<file path="src/mgmt_cmd_pkg.sv">
package mgmt_cmd_pkg;
  // opcodes and response packet types
  localparam logic [7:0] OP_MOD_WRITE = 8'h30;
  localparam logic [7:0] OP_LINK_STATUS = 8'h31;
  localparam logic [7:0] RSP_MOD_WRITE = 8'hB0;
  localparam logic [7:0] RSP_LINK_STATUS = 8'hB1;
  localparam logic [7:0] RSP_FLAG = 8'h80;
  // response codes
  localparam logic [15:0] RC_COMPLETED = 16'h0000;
  localparam logic [15:0] RC_FAILED = 16'h0001;
  localparam logic [15:0] RC_UNAVAILABLE = 16'h0002;
  localparam logic [15:0] RC_UNSUPPORTED = 16'h0003;
  localparam logic [15:0] RC_DELAYED = 16'h0004;
  // reason codes
  localparam logic [15:0] RS_NONE = 16'h0000;
  localparam logic [15:0] RS_PARAM_INVALID = 16'h0002;
  localparam logic [15:0] RS_INFO_NA = 16'h0006;
  localparam logic [15:0] RS_NOT_POWERED = 16'h0009;
  localparam logic [15:0] RS_TIMEOUT = 16'h000A;
  localparam logic [15:0] RS_UNKNOWN_CMD = 16'h7FFF;
  // register byte addresses
  localparam logic [7:0] ADDR_CMD = 8'h00;
  localparam logic [7:0] ADDR_PARAM = 8'h04;
  localparam logic [7:0] ADDR_CFG = 8'h08;
  localparam logic [7:0] ADDR_STATUS = 8'h0C;
  localparam logic [7:0] ADDR_RESP0 = 8'h10;
  localparam logic [7:0] ADDR_RESP1 = 8'h14;
  localparam logic [7:0] ADDR_RESP2 = 8'h18;
  localparam logic [7:0] ADDR_PINS = 8'h1C;
  // field positions
  localparam int CMD_HDR_ERR_BIT = 8;
  localparam int CFG_BACKPLANE_BIT = 0;
  localparam int CFG_FC_NATIVE_BIT = 1;
  localparam int CFG_DELAYED_BIT = 2;
  localparam int CFG_TRUNK_LSB = 4;
  localparam int CFG_NPORTS_LSB = 8;
  localparam int CFG_SPEED_LSB = 12;
  localparam logic [31:0] CFG_RESET = 32'h0000_3402;
  // payload limits
  localparam logic [7:0] MAX_LEN = 8'h80;
  localparam logic [8:0] PAGE_BYTES = 9'h100;
  localparam logic [3:0] MAX_PCT_CODE = 4'h4;
  localparam logic [3:0] MAX_SPEED_CODE = 4'h8;
  // module write timeout
  localparam int CLK_PERIOD_PS = 4000;
  localparam int WRITE_TIMEOUT_US = 100;
  localparam int WRITE_TIMEOUT_CYC = (WRITE_TIMEOUT_US * 1000000) / CLK_PERIOD_PS;
  localparam logic [1:0] AXI_OKAY = 2'b00;
  localparam logic [1:0] AXI_SLVERR = 2'b10;
  typedef enum logic [1:0] {TRUNK_NONE, TRUNK_PAIRS, TRUNK_ALL} trunk_mode_t;
  typedef enum {ST_IDLE, ST_EVAL, ST_WRITE} cmd_state_t;
endpackage : mgmt_cmd_pkg

</file>
<file path="src/mgmt_cmd_engine.sv">
// The AXI4-Lite interface to the registers and the placing of the registers were decided locally.
`timescale 1ns/1ps
module mgmt_cmd_engine
  import mgmt_cmd_pkg::*;
#(
  parameter int TIMEOUT_CYCLES = WRITE_TIMEOUT_CYC,
  parameter logic [7:0] MAX_BANK = 8'h01,
  parameter logic [7:0] MAX_PAGE = 8'h03,
  parameter logic [7:0] WRITABLE_START = 8'h80
) (
  input wire logic ref_clk,
  input wire logic resetn,
  input wire logic [7:0] s_axi_awaddr,
  input wire logic s_axi_awvalid,
  output logic s_axi_awready,
  input wire logic [31:0] s_axi_wdata,
  input wire logic [3:0] s_axi_wstrb,
  input wire logic s_axi_wvalid,
  output logic s_axi_wready,
  output logic [1:0] s_axi_bresp,
  output logic s_axi_bvalid,
  input wire logic s_axi_bready,
  input wire logic [7:0] s_axi_araddr,
  input wire logic s_axi_arvalid,
  output logic s_axi_arready,
  output logic [31:0] s_axi_rdata,
  output logic [1:0] s_axi_rresp,
  output logic s_axi_rvalid,
  input wire logic s_axi_rready,
  input wire logic [3:0] port_link_up,
  input wire logic module_present,
  input wire logic module_resetting,
  input wire logic module_powered_down,
  input wire logic module_write_done,
  output logic module_write_req,
  output logic [31:0] module_write_target
);

  // ---------------------------------------------------------------
  // pin synchronisers
  // ---------------------------------------------------------------
  logic [7:0] pin_meta_reg;
  logic [7:0] pin_sync_reg;
  logic [3:0] link_up;
  logic present, resetting, powered_down, wr_done;

  always_ff @(posedge ref_clk or negedge resetn) begin
    if (!resetn) begin
      pin_meta_reg <= 8'h00;
      pin_sync_reg <= 8'h00;
    end else begin
      pin_meta_reg <= {module_write_done, module_powered_down, module_resetting,
                       module_present, port_link_up};
      pin_sync_reg <= pin_meta_reg;
    end
  end
  assign link_up = pin_sync_reg[3:0];
  assign present = pin_sync_reg[4];
  assign resetting = pin_sync_reg[5];
  assign powered_down = pin_sync_reg[6];
  assign wr_done = pin_sync_reg[7];

  // ---------------------------------------------------------------
  // register bus slave
  // ---------------------------------------------------------------
  logic aw_held_reg, w_held_reg;
  logic [7:0] aw_addr_reg;
  logic [31:0] w_data_reg;
  logic [3:0] w_strb_reg;
  logic [31:0] cmd_reg, param_reg, cfg_reg;
  logic [31:0] resp0_reg, resp1_reg, resp2_reg;
  logic [7:0] resp_type_reg;
  logic busy_reg, done_reg;
  logic wr_fire, start_cmd;
  logic [31:0] rd_word;
  logic rd_hit;
  cmd_state_t state_reg;

  assign wr_fire = aw_held_reg && w_held_reg && !s_axi_bvalid;
  assign start_cmd = wr_fire && aw_addr_reg == ADDR_CMD && !busy_reg;

  always_ff @(posedge ref_clk or negedge resetn) begin
    if (!resetn) begin
      aw_held_reg <= 1'b0;
      w_held_reg <= 1'b0;
      aw_addr_reg <= 8'h00;
      w_data_reg <= 32'h0000_0000;
      w_strb_reg <= 4'h0;
      s_axi_awready <= 1'b1;
      s_axi_wready <= 1'b1;
      s_axi_bvalid <= 1'b0;
      s_axi_bresp <= AXI_OKAY;
    end else begin
      if (s_axi_awvalid && s_axi_awready) begin
        aw_held_reg <= 1'b1;
        aw_addr_reg <= s_axi_awaddr;
        s_axi_awready <= 1'b0;
      end
      if (s_axi_wvalid && s_axi_wready) begin
        w_held_reg <= 1'b1;
        w_data_reg <= s_axi_wdata;
        w_strb_reg <= s_axi_wstrb;
        s_axi_wready <= 1'b0;
      end
      if (wr_fire) begin
        s_axi_bvalid <= 1'b1;
        s_axi_bresp <= (aw_addr_reg[7:2] <= ADDR_PINS[7:2] && aw_addr_reg[1:0] == 2'b00)
                       ? AXI_OKAY : AXI_SLVERR;
      end
      if (s_axi_bvalid && s_axi_bready) begin
        s_axi_bvalid <= 1'b0;
        aw_held_reg <= 1'b0;
        w_held_reg <= 1'b0;
        s_axi_awready <= 1'b1;
        s_axi_wready <= 1'b1;
      end
    end
  end

  // a command written while busy is dropped; poll busy first
  always_ff @(posedge ref_clk or negedge resetn) begin
    if (!resetn) begin
      cmd_reg <= 32'h0000_0000;
      param_reg <= 32'h0000_0000;
      cfg_reg <= CFG_RESET;
    end else if (wr_fire) begin
      for (int i = 0; i < 4; i++) begin
        if (w_strb_reg[i]) begin
          if (aw_addr_reg == ADDR_PARAM && !busy_reg) param_reg[i*8 +: 8] <= w_data_reg[i*8 +: 8];
          if (aw_addr_reg == ADDR_CFG) cfg_reg[i*8 +: 8] <= w_data_reg[i*8 +: 8];
          if (start_cmd) cmd_reg[i*8 +: 8] <= w_data_reg[i*8 +: 8];
        end
      end
    end
  end

  always_comb begin
    rd_hit = 1'b1;
    case (s_axi_araddr)
      ADDR_CMD: rd_word = {23'h0, cmd_reg[8:0]};
      ADDR_PARAM: rd_word = param_reg;
      ADDR_CFG: rd_word = {16'h0, cfg_reg[15:12], 1'b0, cfg_reg[10:8], 2'b00,
                           cfg_reg[5:4], 1'b0, cfg_reg[2:0]};
      ADDR_STATUS: rd_word = {16'h0, resp_type_reg, 6'h00, done_reg, busy_reg};
      ADDR_RESP0: rd_word = resp0_reg;
      ADDR_RESP1: rd_word = resp1_reg;
      ADDR_RESP2: rd_word = resp2_reg;
      ADDR_PINS: rd_word = {24'h0, pin_sync_reg};
      default: begin
        rd_word = 32'h0000_0000;
        rd_hit = 1'b0;
      end
    endcase
  end

  always_ff @(posedge ref_clk or negedge resetn) begin
    if (!resetn) begin
      s_axi_arready <= 1'b1;
      s_axi_rvalid <= 1'b0;
      s_axi_rdata <= 32'h0000_0000;
      s_axi_rresp <= AXI_OKAY;
    end else if (s_axi_arvalid && s_axi_arready) begin
      s_axi_arready <= 1'b0;
      s_axi_rvalid <= 1'b1;
      s_axi_rdata <= rd_word;
      s_axi_rresp <= rd_hit ? AXI_OKAY : AXI_SLVERR;
    end else if (s_axi_rvalid && s_axi_rready) begin
      s_axi_rvalid <= 1'b0;
      s_axi_arready <= 1'b1;
    end
  end

  // ---------------------------------------------------------------
  // link status summary
  // ---------------------------------------------------------------
  logic [2:0] nports;
  trunk_mode_t tmode;
  logic [3:0] port_speed, port_mask, trunk_bits, pct1, pct2, ch_speed;
  logic [31:0] link_word0, link_word1;

  assign nports = cfg_reg[CFG_NPORTS_LSB +: 3];
  assign tmode = trunk_mode_t'(cfg_reg[CFG_TRUNK_LSB +: 2]);
  assign port_speed = cfg_reg[CFG_SPEED_LSB +: 4];

  always_comb begin
    // every port shares one speed, so a trunk doubles per pairing
    port_mask = 4'h0;
    for (int p = 0; p < 4; p++) port_mask[p] = (p < int'(nports));
    trunk_bits = (tmode == TRUNK_NONE) ? 4'h0 : port_mask;
    pct1 = 4'h0;
    pct2 = 4'h0;
    ch_speed = port_speed;
    if (tmode == TRUNK_PAIRS) begin
      pct1 = {1'b0, link_up[0] & port_mask[0], link_up[1] & port_mask[1], 1'b0} >> 1;
      pct1 = {2'b00, pct1[1:0]} + {2'b00, pct1[1:0]} - 4'h0;
      pct1 = {1'b0, (link_up[0] & link_up[1]), (link_up[0] ^ link_up[1]), 1'b0};
      if (nports == 3'd4) begin
        pct2 = {1'b0, (link_up[2] & link_up[3]), (link_up[2] ^ link_up[3]), 1'b0};
      end
      ch_speed = (port_speed == 4'h0) ? 4'h0 : port_speed + 4'h1;
    end else if (tmode == TRUNK_ALL && nports == 3'd4) begin
      pct1 = {3'b000, link_up[0]} + {3'b000, link_up[1]} + {3'b000, link_up[2]}
             + {3'b000, link_up[3]};
      ch_speed = (port_speed == 4'h0) ? 4'h0 : port_speed + 4'h2;
    end
    if (ch_speed > MAX_SPEED_CODE) ch_speed = MAX_SPEED_CODE;
    link_word0 = {5'h00, nports, 4'h0, trunk_bits, 4'h0, link_up & port_mask,
                  pct2, pct1};
    link_word1 = 32'h0000_0000;
    if (tmode == TRUNK_NONE) begin
      for (int c = 0; c < 4; c++) begin
        if (port_mask[c] && link_up[c]) link_word1[(3-c)*8 +: 4] = port_speed;
      end
    end else begin
      link_word1[24 +: 4] = ch_speed;
      if (tmode == TRUNK_PAIRS && nports == 3'd4) link_word1[16 +: 4] = ch_speed;
    end
  end

  // ---------------------------------------------------------------
  // command sequencer
  // ---------------------------------------------------------------
  logic [7:0] p_bank, p_page, p_off, p_len;
  logic [31:0] timer_reg;
  logic len_bad, loc_bad;

  assign {p_bank, p_page, p_off, p_len} = param_reg;
  assign len_bad = p_len > MAX_LEN || p_len[1:0] != 2'b00 || p_len == 8'h00;
  assign loc_bad = p_off < WRITABLE_START || ({1'b0, p_off} + {1'b0, p_len}) > PAGE_BYTES;

  always_ff @(posedge ref_clk or negedge resetn) begin
    if (!resetn) begin
      state_reg <= ST_IDLE;
      busy_reg <= 1'b0;
      done_reg <= 1'b0;
      resp_type_reg <= 8'h00;
      resp0_reg <= 32'h0000_0000;
      resp1_reg <= 32'h0000_0000;
      resp2_reg <= 32'h0000_0000;
      module_write_req <= 1'b0;
      module_write_target <= 32'h0000_0000;
      timer_reg <= 32'h0000_0000;
    end else begin
      case (state_reg)
        ST_IDLE: begin
          if (start_cmd) begin
            state_reg <= ST_EVAL;
            busy_reg <= 1'b1;
            done_reg <= 1'b0;
          end
        end
        ST_EVAL: begin
          state_reg <= ST_IDLE;
          busy_reg <= 1'b0;
          done_reg <= !cmd_reg[CMD_HDR_ERR_BIT];
          resp1_reg <= 32'h0000_0000;
          resp2_reg <= 32'h0000_0000;
          if (cmd_reg[7:0] == OP_MOD_WRITE) begin
            resp_type_reg <= RSP_MOD_WRITE;
            if (cfg_reg[CFG_BACKPLANE_BIT]) begin
              resp0_reg <= {RC_UNSUPPORTED, RS_UNKNOWN_CMD};
            end else if (!present) begin
              resp0_reg <= {RC_UNAVAILABLE, RS_INFO_NA};
            end else if (powered_down) begin
              resp0_reg <= {RC_FAILED, RS_NOT_POWERED};
            end else if (resetting) begin
              resp0_reg <= {RC_FAILED, RS_INFO_NA};
            end else if (p_bank > MAX_BANK || p_page > MAX_PAGE || len_bad) begin
              resp0_reg <= {RC_FAILED, RS_PARAM_INVALID};
            end else if (loc_bad) begin
              resp0_reg <= {RC_FAILED, RS_PARAM_INVALID};
            end else if (!cmd_reg[CMD_HDR_ERR_BIT]) begin
              state_reg <= ST_WRITE;
              busy_reg <= 1'b1;
              done_reg <= 1'b0;
              module_write_req <= 1'b1;
              module_write_target <= param_reg;
              timer_reg <= 32'h0000_0000;
            end
          end else if (cmd_reg[7:0] == OP_LINK_STATUS && cfg_reg[CFG_FC_NATIVE_BIT]) begin
            resp_type_reg <= RSP_LINK_STATUS;
            resp0_reg <= {RC_COMPLETED, RS_NONE};
            resp1_reg <= link_word0;
            resp2_reg <= link_word1;
          end else begin
            resp_type_reg <= cmd_reg[7:0] | RSP_FLAG;
            resp0_reg <= {RC_UNSUPPORTED, RS_UNKNOWN_CMD};
          end
        end
        ST_WRITE: begin
          timer_reg <= timer_reg + 32'h0000_0001;
          if (wr_done || timer_reg == 32'(TIMEOUT_CYCLES - 1)) begin
            state_reg <= ST_IDLE;
            busy_reg <= 1'b0;
            done_reg <= 1'b1;
            module_write_req <= 1'b0;
            if (wr_done) begin
              resp0_reg <= {RC_COMPLETED, RS_NONE};
            end else if (cfg_reg[CFG_DELAYED_BIT]) begin
              resp0_reg <= {RC_DELAYED, RS_TIMEOUT};
            end else begin
              resp0_reg <= {RC_FAILED, RS_TIMEOUT};
            end
          end
        end
        default: state_reg <= ST_IDLE;
      endcase
    end
  end
endmodule : mgmt_cmd_engine

</file>
<file path="config.mk">
export PLATFORM = sky130hd
export DESIGN_NAME = mgmt_cmd_engine
export DESIGN_NICKNAME = d
export VERILOG_FILES = /design/src/mgmt_cmd_pkg.sv /design/src/mgmt_cmd_engine.sv
export SDC_FILE = /design/constraint.sdc
export NUM_CORES = 1
export LEC_CHECK = 0
export BUFFER_PORTS_ARGS = -buffer_cell sky130_fd_sc_hd__buf_2
export CAP_MARGIN = 20
export CORE_ASPECT_RATIO = 1.75
export CORE_MARGIN = 8
export CORE_UTILIZATION = 40
export DETAILED_ROUTE_END_ITERATION = 7
export MAX_ROUTING_LAYER = met4
export SLEW_MARGIN = 20
export SYNTH_ARGS = -nofsm -noshare
export SYNTH_HDL_FRONTEND = slang
export SYNTH_SLANG_ARGS = --single-unit
</file>
<file path="constraint.sdc">
create_clock -name ref_clk -period 9 [get_ports ref_clk]
set_input_delay 0 -clock ref_clk [delete_from_list [all_inputs] [get_ports ref_clk]]
set_output_delay 0 -clock ref_clk [all_outputs]
set_load 0.02 [all_outputs]
</file>
==> results.json, run 1 <==
{
  "synth_edf_count": 0,
  "fp-row-count": 85,
  "synth_area_leaders": "dfrtp_1 (54%), mux2_2 (11%), nand2_1 (3.6%), o21ai_0 (2.7%), ha_1 (2.0%)",
  "grt_pass1_wl_um": 54500,
  "synth_common_cells": "dfrtp_1 (264), mux2_2 (125), nand2_1 (117)",
  "max_freq_ghz": 0.2849,
  "antenna_found_initial": 0,
  "place_inst": 1564,
  "globalplace.congestion": 0.9181,
  "p_per_area_nw_per_um2": 206.0,
  "status": "finished, final reports clean",
  "yosys_most_used_dff": "dfrtp_1",
  "synthArstFlopShare": 1.000,
  "clk_latency_ns": 0.56,
  "die_x_um": 148.4,
  "clockRootBuffer": "clkbuf_16",
  "drt.antenna.violating_nets": 0,
  "vias_per_cell": 5.511,
  "place_area_sq_um": 13400,
  "slew_headroom": 0.2696,
  "die_area_sq_um": 36730,
  "fin_crit_sh": 0.3901,
  "start_util": 0.4017,
  "ys.warnings.count": 0,
  "synth_cell_types": 70,
  "ctsLongestPathBuffers": 3,
  "slew_violations": 0,
  "hold_path_depth": 2,
  "worst_pin_slew_ns": 1.086,
  "final_layout_size_suffix_gt1_frac": 0.2707,
  "io_buffers": 138,
  "cts_setup_buffers": 0,
  "vias": 9220,
  "grt_max_degree": 121,
  "core_sq_um": 30520,
  "crit_fanout": 34,
  "instances_no_fill": 1673,
  "tritoncts": "yes",
  "grt_pass1_vias": 9568,
  "syn_avg_cell_area_sq_um": 11.52,
  "synth.most_common_cell": "dfrtp_1",
  "grt_setup_unrepaired": "false",
  "setup_viol": 0,
  "setup_ws_ns": 5.489,
  "htree_levels": 1,
  "endpoint_kind": "flop",
  "critPathRequiredTime_ns": 9.42,
  "crit_family": "simple AND/OR/NAND/NOR gates",
  "cts_buffers": 26,
  "clock_skew_ns": 0.02415,
  "worst-path-buf-inv": 0,
  "grt_use_total": 0.1940,
  "synth-seq-area-share": 0.5538,
  "ios": 141,
  "period_minus_slack_ns": 3.511,
  "path_class": "reg2reg",
  "cp.depth": 9,
  "critPathMaxStageDelay_ns": 0.50,
  "dp_hpwl_um": 24500,
  "design_area_sq_um": 14900,
  "cp_slowest_cell": "nand3b_4",
  "pre_cts_slack_ns": 5.494,
  "syn_inst": 1064,
  "maxCapViolations": 0,
  "grt_remaining_overflow": 0,
  "dr.first_iter.drc_count": 453,
  "cts.sinks": 271,
  "cts_resized": 0,
  "ir_drop_mv": 0.1707,
  "finalPower_w": 0.003068,
  "setup_tns_ns": 0,
  "diodes": 0,
  "synth_top_area_frac": 0.5388,
  "cts.clk_slew.worst_paths_ns": 0.07,
  "synth_largest_area_cell": "dfrtp_1",
  "leakage_nw": 7.110,
  "synth_area_sq_um": 12260,
  "wirelength_um": 34360,
  "ys_ff_latch": 271,
  "startpoint_type": "flop",
  "crit_chain": "ha_1 -> fa_1 -> a21o_1 -> a221oi_2 -> xnor2_1 -> nor4b_4 -> a21oi_2 -> nand3b_4 -> mux2_2",
  "cp_data_arrival_time_ns": 3.93,
  "hold_violations": 0,
  "rr_worst_depth": 9,
  "drc": 0,
  "syn2layout_area_growth_pct": 21.49,
  "post_drt_wl_per_cell_um": 20.54,
  "hold_path.class": "in2reg",
  "drt_first_pass_iters": 5,
  "fin_nets": 1351,
  "chipHeight_um": 247.6
}
==> power by group <==
| group | leakage (nW) | internal, W | switching (W) |
|---|---|---|---|
| sequential | 3.59 | 0.00138 | 0.000141 |
| clock | 0.435 | 0.000632 | 0.000497 |
| combinational | 3.09 | 0.000213 | 0.000205 |
==> cell families (layout without fill, tap and decap cells) <==
family	count (synthesis)	after routing	share of synthesized area
AO/OA/AOI/OAI	230	230	0.1307
buffers and inverters	75	292	0.02398
XOR/XNOR	3	3	0.002143
other	1	2	0.0003058
multiplexers	133	133	0.1213
AND/OR/NAND/NOR	329	329	0.1441
adder cells (fa/ha/maj)	22	22	0.02367
flip-flops	271	271	0.5538
==> per-layer routing <==
metal / wire [um] / vias to the layer above / global-route usage
li1: - / 4318 / -
met1: 13850 / 4601 / 0.2274
met2: 17500 / 239 / 0.3280
met3: 1562 / 62 / 0.02318
met4: 1457 / 0 / 0.08979
met5: 0 / - / -
==> metrics by stage <==
stage                 util  hold WS, ns
CTS                 0.4878      0.06793
finish              0.4881      0.08391
detailed placement  0.4389       0.1098
global route        0.4881      0.08349
global placement    0.4389       0.1099
floorplan                -      -0.2956
==> what timing repair did <==
action,4_1_cts,5_1_grt
hold buffers,61,0
setup endpoints to repair,0,0
endpoints found under the hold margin,176,0
==> layout make-up <==
cell class / instances / area [sq um]
fill: 2722 / 15630
sequential: 271 / 6790
multi-input combinational: 719 / 5204
timing repair buffer: 212 / 1413
clock buffer: 27 / 664.4
tap: 391 / 489.2
clock inverter: 21 / 216.5
inverter: 32 / 120.1
==> final timing paths <==
path | to | slack, ns | startpoint
min in group asynchronous | timer_reg[4] | 0.16 | resetn
setup reg to reg | module_write_target[13] | 5.49 | param_reg[8]
setup / recovery | module_write_target[13] | 5.49 | param_reg[8]
max in group asynchronous | timer_reg[12] | 7.32 | resetn
hold reg to reg | pin_sync_reg[7] | 0.35 | pin_meta_reg[7]
hold / removal | pin_meta_reg[5] | 0.08 | module_resetting
==> placed cells by master (no fill, tap or decap), drive strengths merged, types with 20 or more instances in the layout <==
master / netlist / routed
nand3: 33 / 33
a21oi: 34 / 34
ha: 20 / 20
buf: 8 / 151
nand2: 117 / 117
dfrtp: 264 / 264
mux2: 125 / 125
dlygate4sd3: 0 / 61
o21ai: 67 / 67
inv: 31 / 33
nor2: 32 / 32
clkbuf: 35 / 27
and2: 25 / 25
Note: power is estimated with default switching activity, not from simulation.
==> inputs of run 2 (changes only) <==
==> constraint.sdc (replaced) <==
create_clock -name ref_clk -period 3.2 [get_ports ref_clk]
set_input_delay 0 -clock ref_clk [delete_from_list [all_inputs] [get_ports ref_clk]]
set_output_delay 0 -clock ref_clk [all_outputs]
set_load 0.02 [all_outputs]
==> results.json, run 2 (synthesis results as in run 1) <==
{
  "status": "finished, final reports clean",
  "cp_slowest_cell": "fa_1",
  "dp_hpwl_um": 25470,
  "globalplace.congestion": 0.9110,
  "ctsLongestPathBuffers": 3,
  "cts.clk_slew.worst_paths_ns": 0.07,
  "grt_pass1_wl_um": 55100,
  "final_layout_size_suffix_gt1_frac": 0.2860,
  "p_per_area_nw_per_um2": 568.5,
  "startpoint_type": "flop",
  "tritoncts": "yes",
  "io_buffers": 138,
  "nFillCells": 2707,
  "die_area_sq_um": 36730,
  "start_util": 0.4017,
  "crit_fanout": 34,
  "slew_headroom": 0.5158,
  "grt_pass1_vias": 9583,
  "hold_path.class": "in2reg",
  "slew_violations": 0,
  "holdWs_ns": 0.1147,
  "grt_setup_unrepaired": "true",
  "fin_nets": 1389,
  "drc": 0,
  "crit_chain": "ha_1 -> fa_1 -> a21o_1 -> a21oi_1 -> mux2i_1 -> nor4b_4 -> buf_6 -> a21oi_2 -> nand3b_4 -> buf_12 -> mux2_2",
  "wirelength_um": 35100,
  "clock_skew_ns": 0.01421,
  "leakage_nw": 7.294,
  "hold_violations": 0,
  "die_x_um": 148.4,
  "critPathRequiredTime_ns": 3.61,
  "syn2layout_area_growth_pct": 23.83,
  "chipHeight_um": 247.6,
  "antenna_found_initial": 1,
  "cp_data_arrival_time_ns": 3.50,
  "grt_remaining_overflow": 0,
  "clk_latency_ns": 0.53,
  "endpoint_kind": "flop",
  "vias_per_cell": 5.555,
  "drt_first_pass_iters": 5,
  "dr.first_iter.drc_count": 563,
  "design_area_sq_um": 15180,
  "layout_common_cells": "dfrtp_1 (264), buf_2 (137), mux2_2 (125), nand2_1 (117), o21ai_0 (67)",
  "ir_drop_mv": 0.6253,
  "setup_viol": 0,
  "path_class": "reg2reg",
  "core_sq_um": 30520,
  "fp-row-count": 85,
  "post_drt_wl_per_cell_um": 20.52,
  "cts_buffers": 25,
  "ios": 141,
  "met2_usage": 0.3331,
  "worst_pin_slew_ns": 0.7197,
  "critPathMaxStageDelay_ns": 0.40,
  "period_minus_slack_ns": 3.093,
  "fin_crit_sh": 0.9666,
  "met3_usage": 0.02774,
  "max_freq_ghz": 0.3233,
  "clockRootBuffer": "clkbuf_16",
  "use_met1": 0.2236,
  "grt-busiest-layer": "met2",
  "place_area_sq_um": 13690,
  "cts.sinks": 271,
  "final_common_cell": "dfrtp_1",
  "vias": 9499,
  "drt.antenna.violating_nets": 0,
  "grt_use_total": 0.1965,
  "worst-path-buf-inv": 2,
  "crit_family": "multiplexers",
  "setup_tns_ns": 0,
  "finalPower_w": 0.008631,
  "htree_levels": 1,
  "place_inst": 1599,
  "grt_max_degree": 94,
  "maxCapViolations": 0,
  "instances_no_fill": 1710
}
[run 2: changes by cell type in the layout (fill, tap and decap cells not counted), sizes merged]
cell / change
clkbuf: +3
clkinv: -5
diode: +1
buf: +36
clkinvlp: -1
a21oi: +1
dlygate4sd3: +2
[run 2: metal layers]
| metal | up-vias | wire length [um] | share of wire |
|---|---|---|---|
| li1 | 4391 | - | - |
| met1 | 4743 | 13680 | 0.39 |
| met2 | 290 | 17860 | 0.51 |
| met3 | 75 | 1751 | 0.050 |
| met4 | 0 | 1799 | 0.051 |
| met5 | - | 0 | 0 |
[run 2: power breakdown]
group          switching [W]  internal, W
combinational       0.000622     0.000664
clock                0.00133      0.00174
sequential          0.000401      0.00388
[run 2: worst register-to-register path, stage by stage, from the launching register on]
cell      delay (ns)
dfrtp_1         0.38
ha_1            0.22
fa_1            0.40
a21o_1          0.20
a21oi_1         0.20
mux2i_1         0.31
nor4b_4         0.08
buf_6           0.15
a21oi_2         0.25
nand3b_4        0.20
buf_12          0.21
mux2_2          0.37
[run 2: cell type report]
class                      instances  area (sq um)  share of cell area
sequential                       271          6790              0.4472
multi-input combinational        720          5210              0.3431
timing repair buffer             250          1740              0.1146
clock buffer                      30         664.4             0.04376
tap                              391         489.2             0.03222
clock inverter                    15         166.4             0.01096
inverter                          32         120.1            0.007911
antenna                            1         2.502           0.0001648
[run 2: worst paths after layout]
kind | from | to | slack [ns] | depth (start not counted)
max in group asynchronous | resetn | timer_reg[12] | 1.44 | 4
worst max-delay path | param_reg[0] | module_write_target[17] | 0.11 | 11
worst min register to register | pin_meta_reg[1] | pin_sync_reg[1] | 0.35 | 0
worst min-delay path | module_write_done | pin_meta_reg[7] | 0.11 | 2
min in group asynchronous | resetn | timer_reg[3] | 0.50 | 3
worst max register to register | param_reg[0] | module_write_target[17] | 0.11 | 11
[run 2: repair_timing]
item / in CTS / in global routing
setup endpoints to repair: 0 / 44
setup buffers: 0 / 1
hold endpoints to repair: 324 / 0
gates resized for setup: 0 / 2
hold buffers: 63 / 0
[run 2: through the flow]
step / setup WS [ns] / util
3_5_place_dp: 0.04310 / 0.4487
3_3_place_gp: 0.1143 / 0.4487
2_1_floorplan: 0.1720 / -
5_1_grt: -0.01042 / 0.4974
4_1_cts: 0.03554 / 0.4965
6_report: 0.1069 / 0.4974
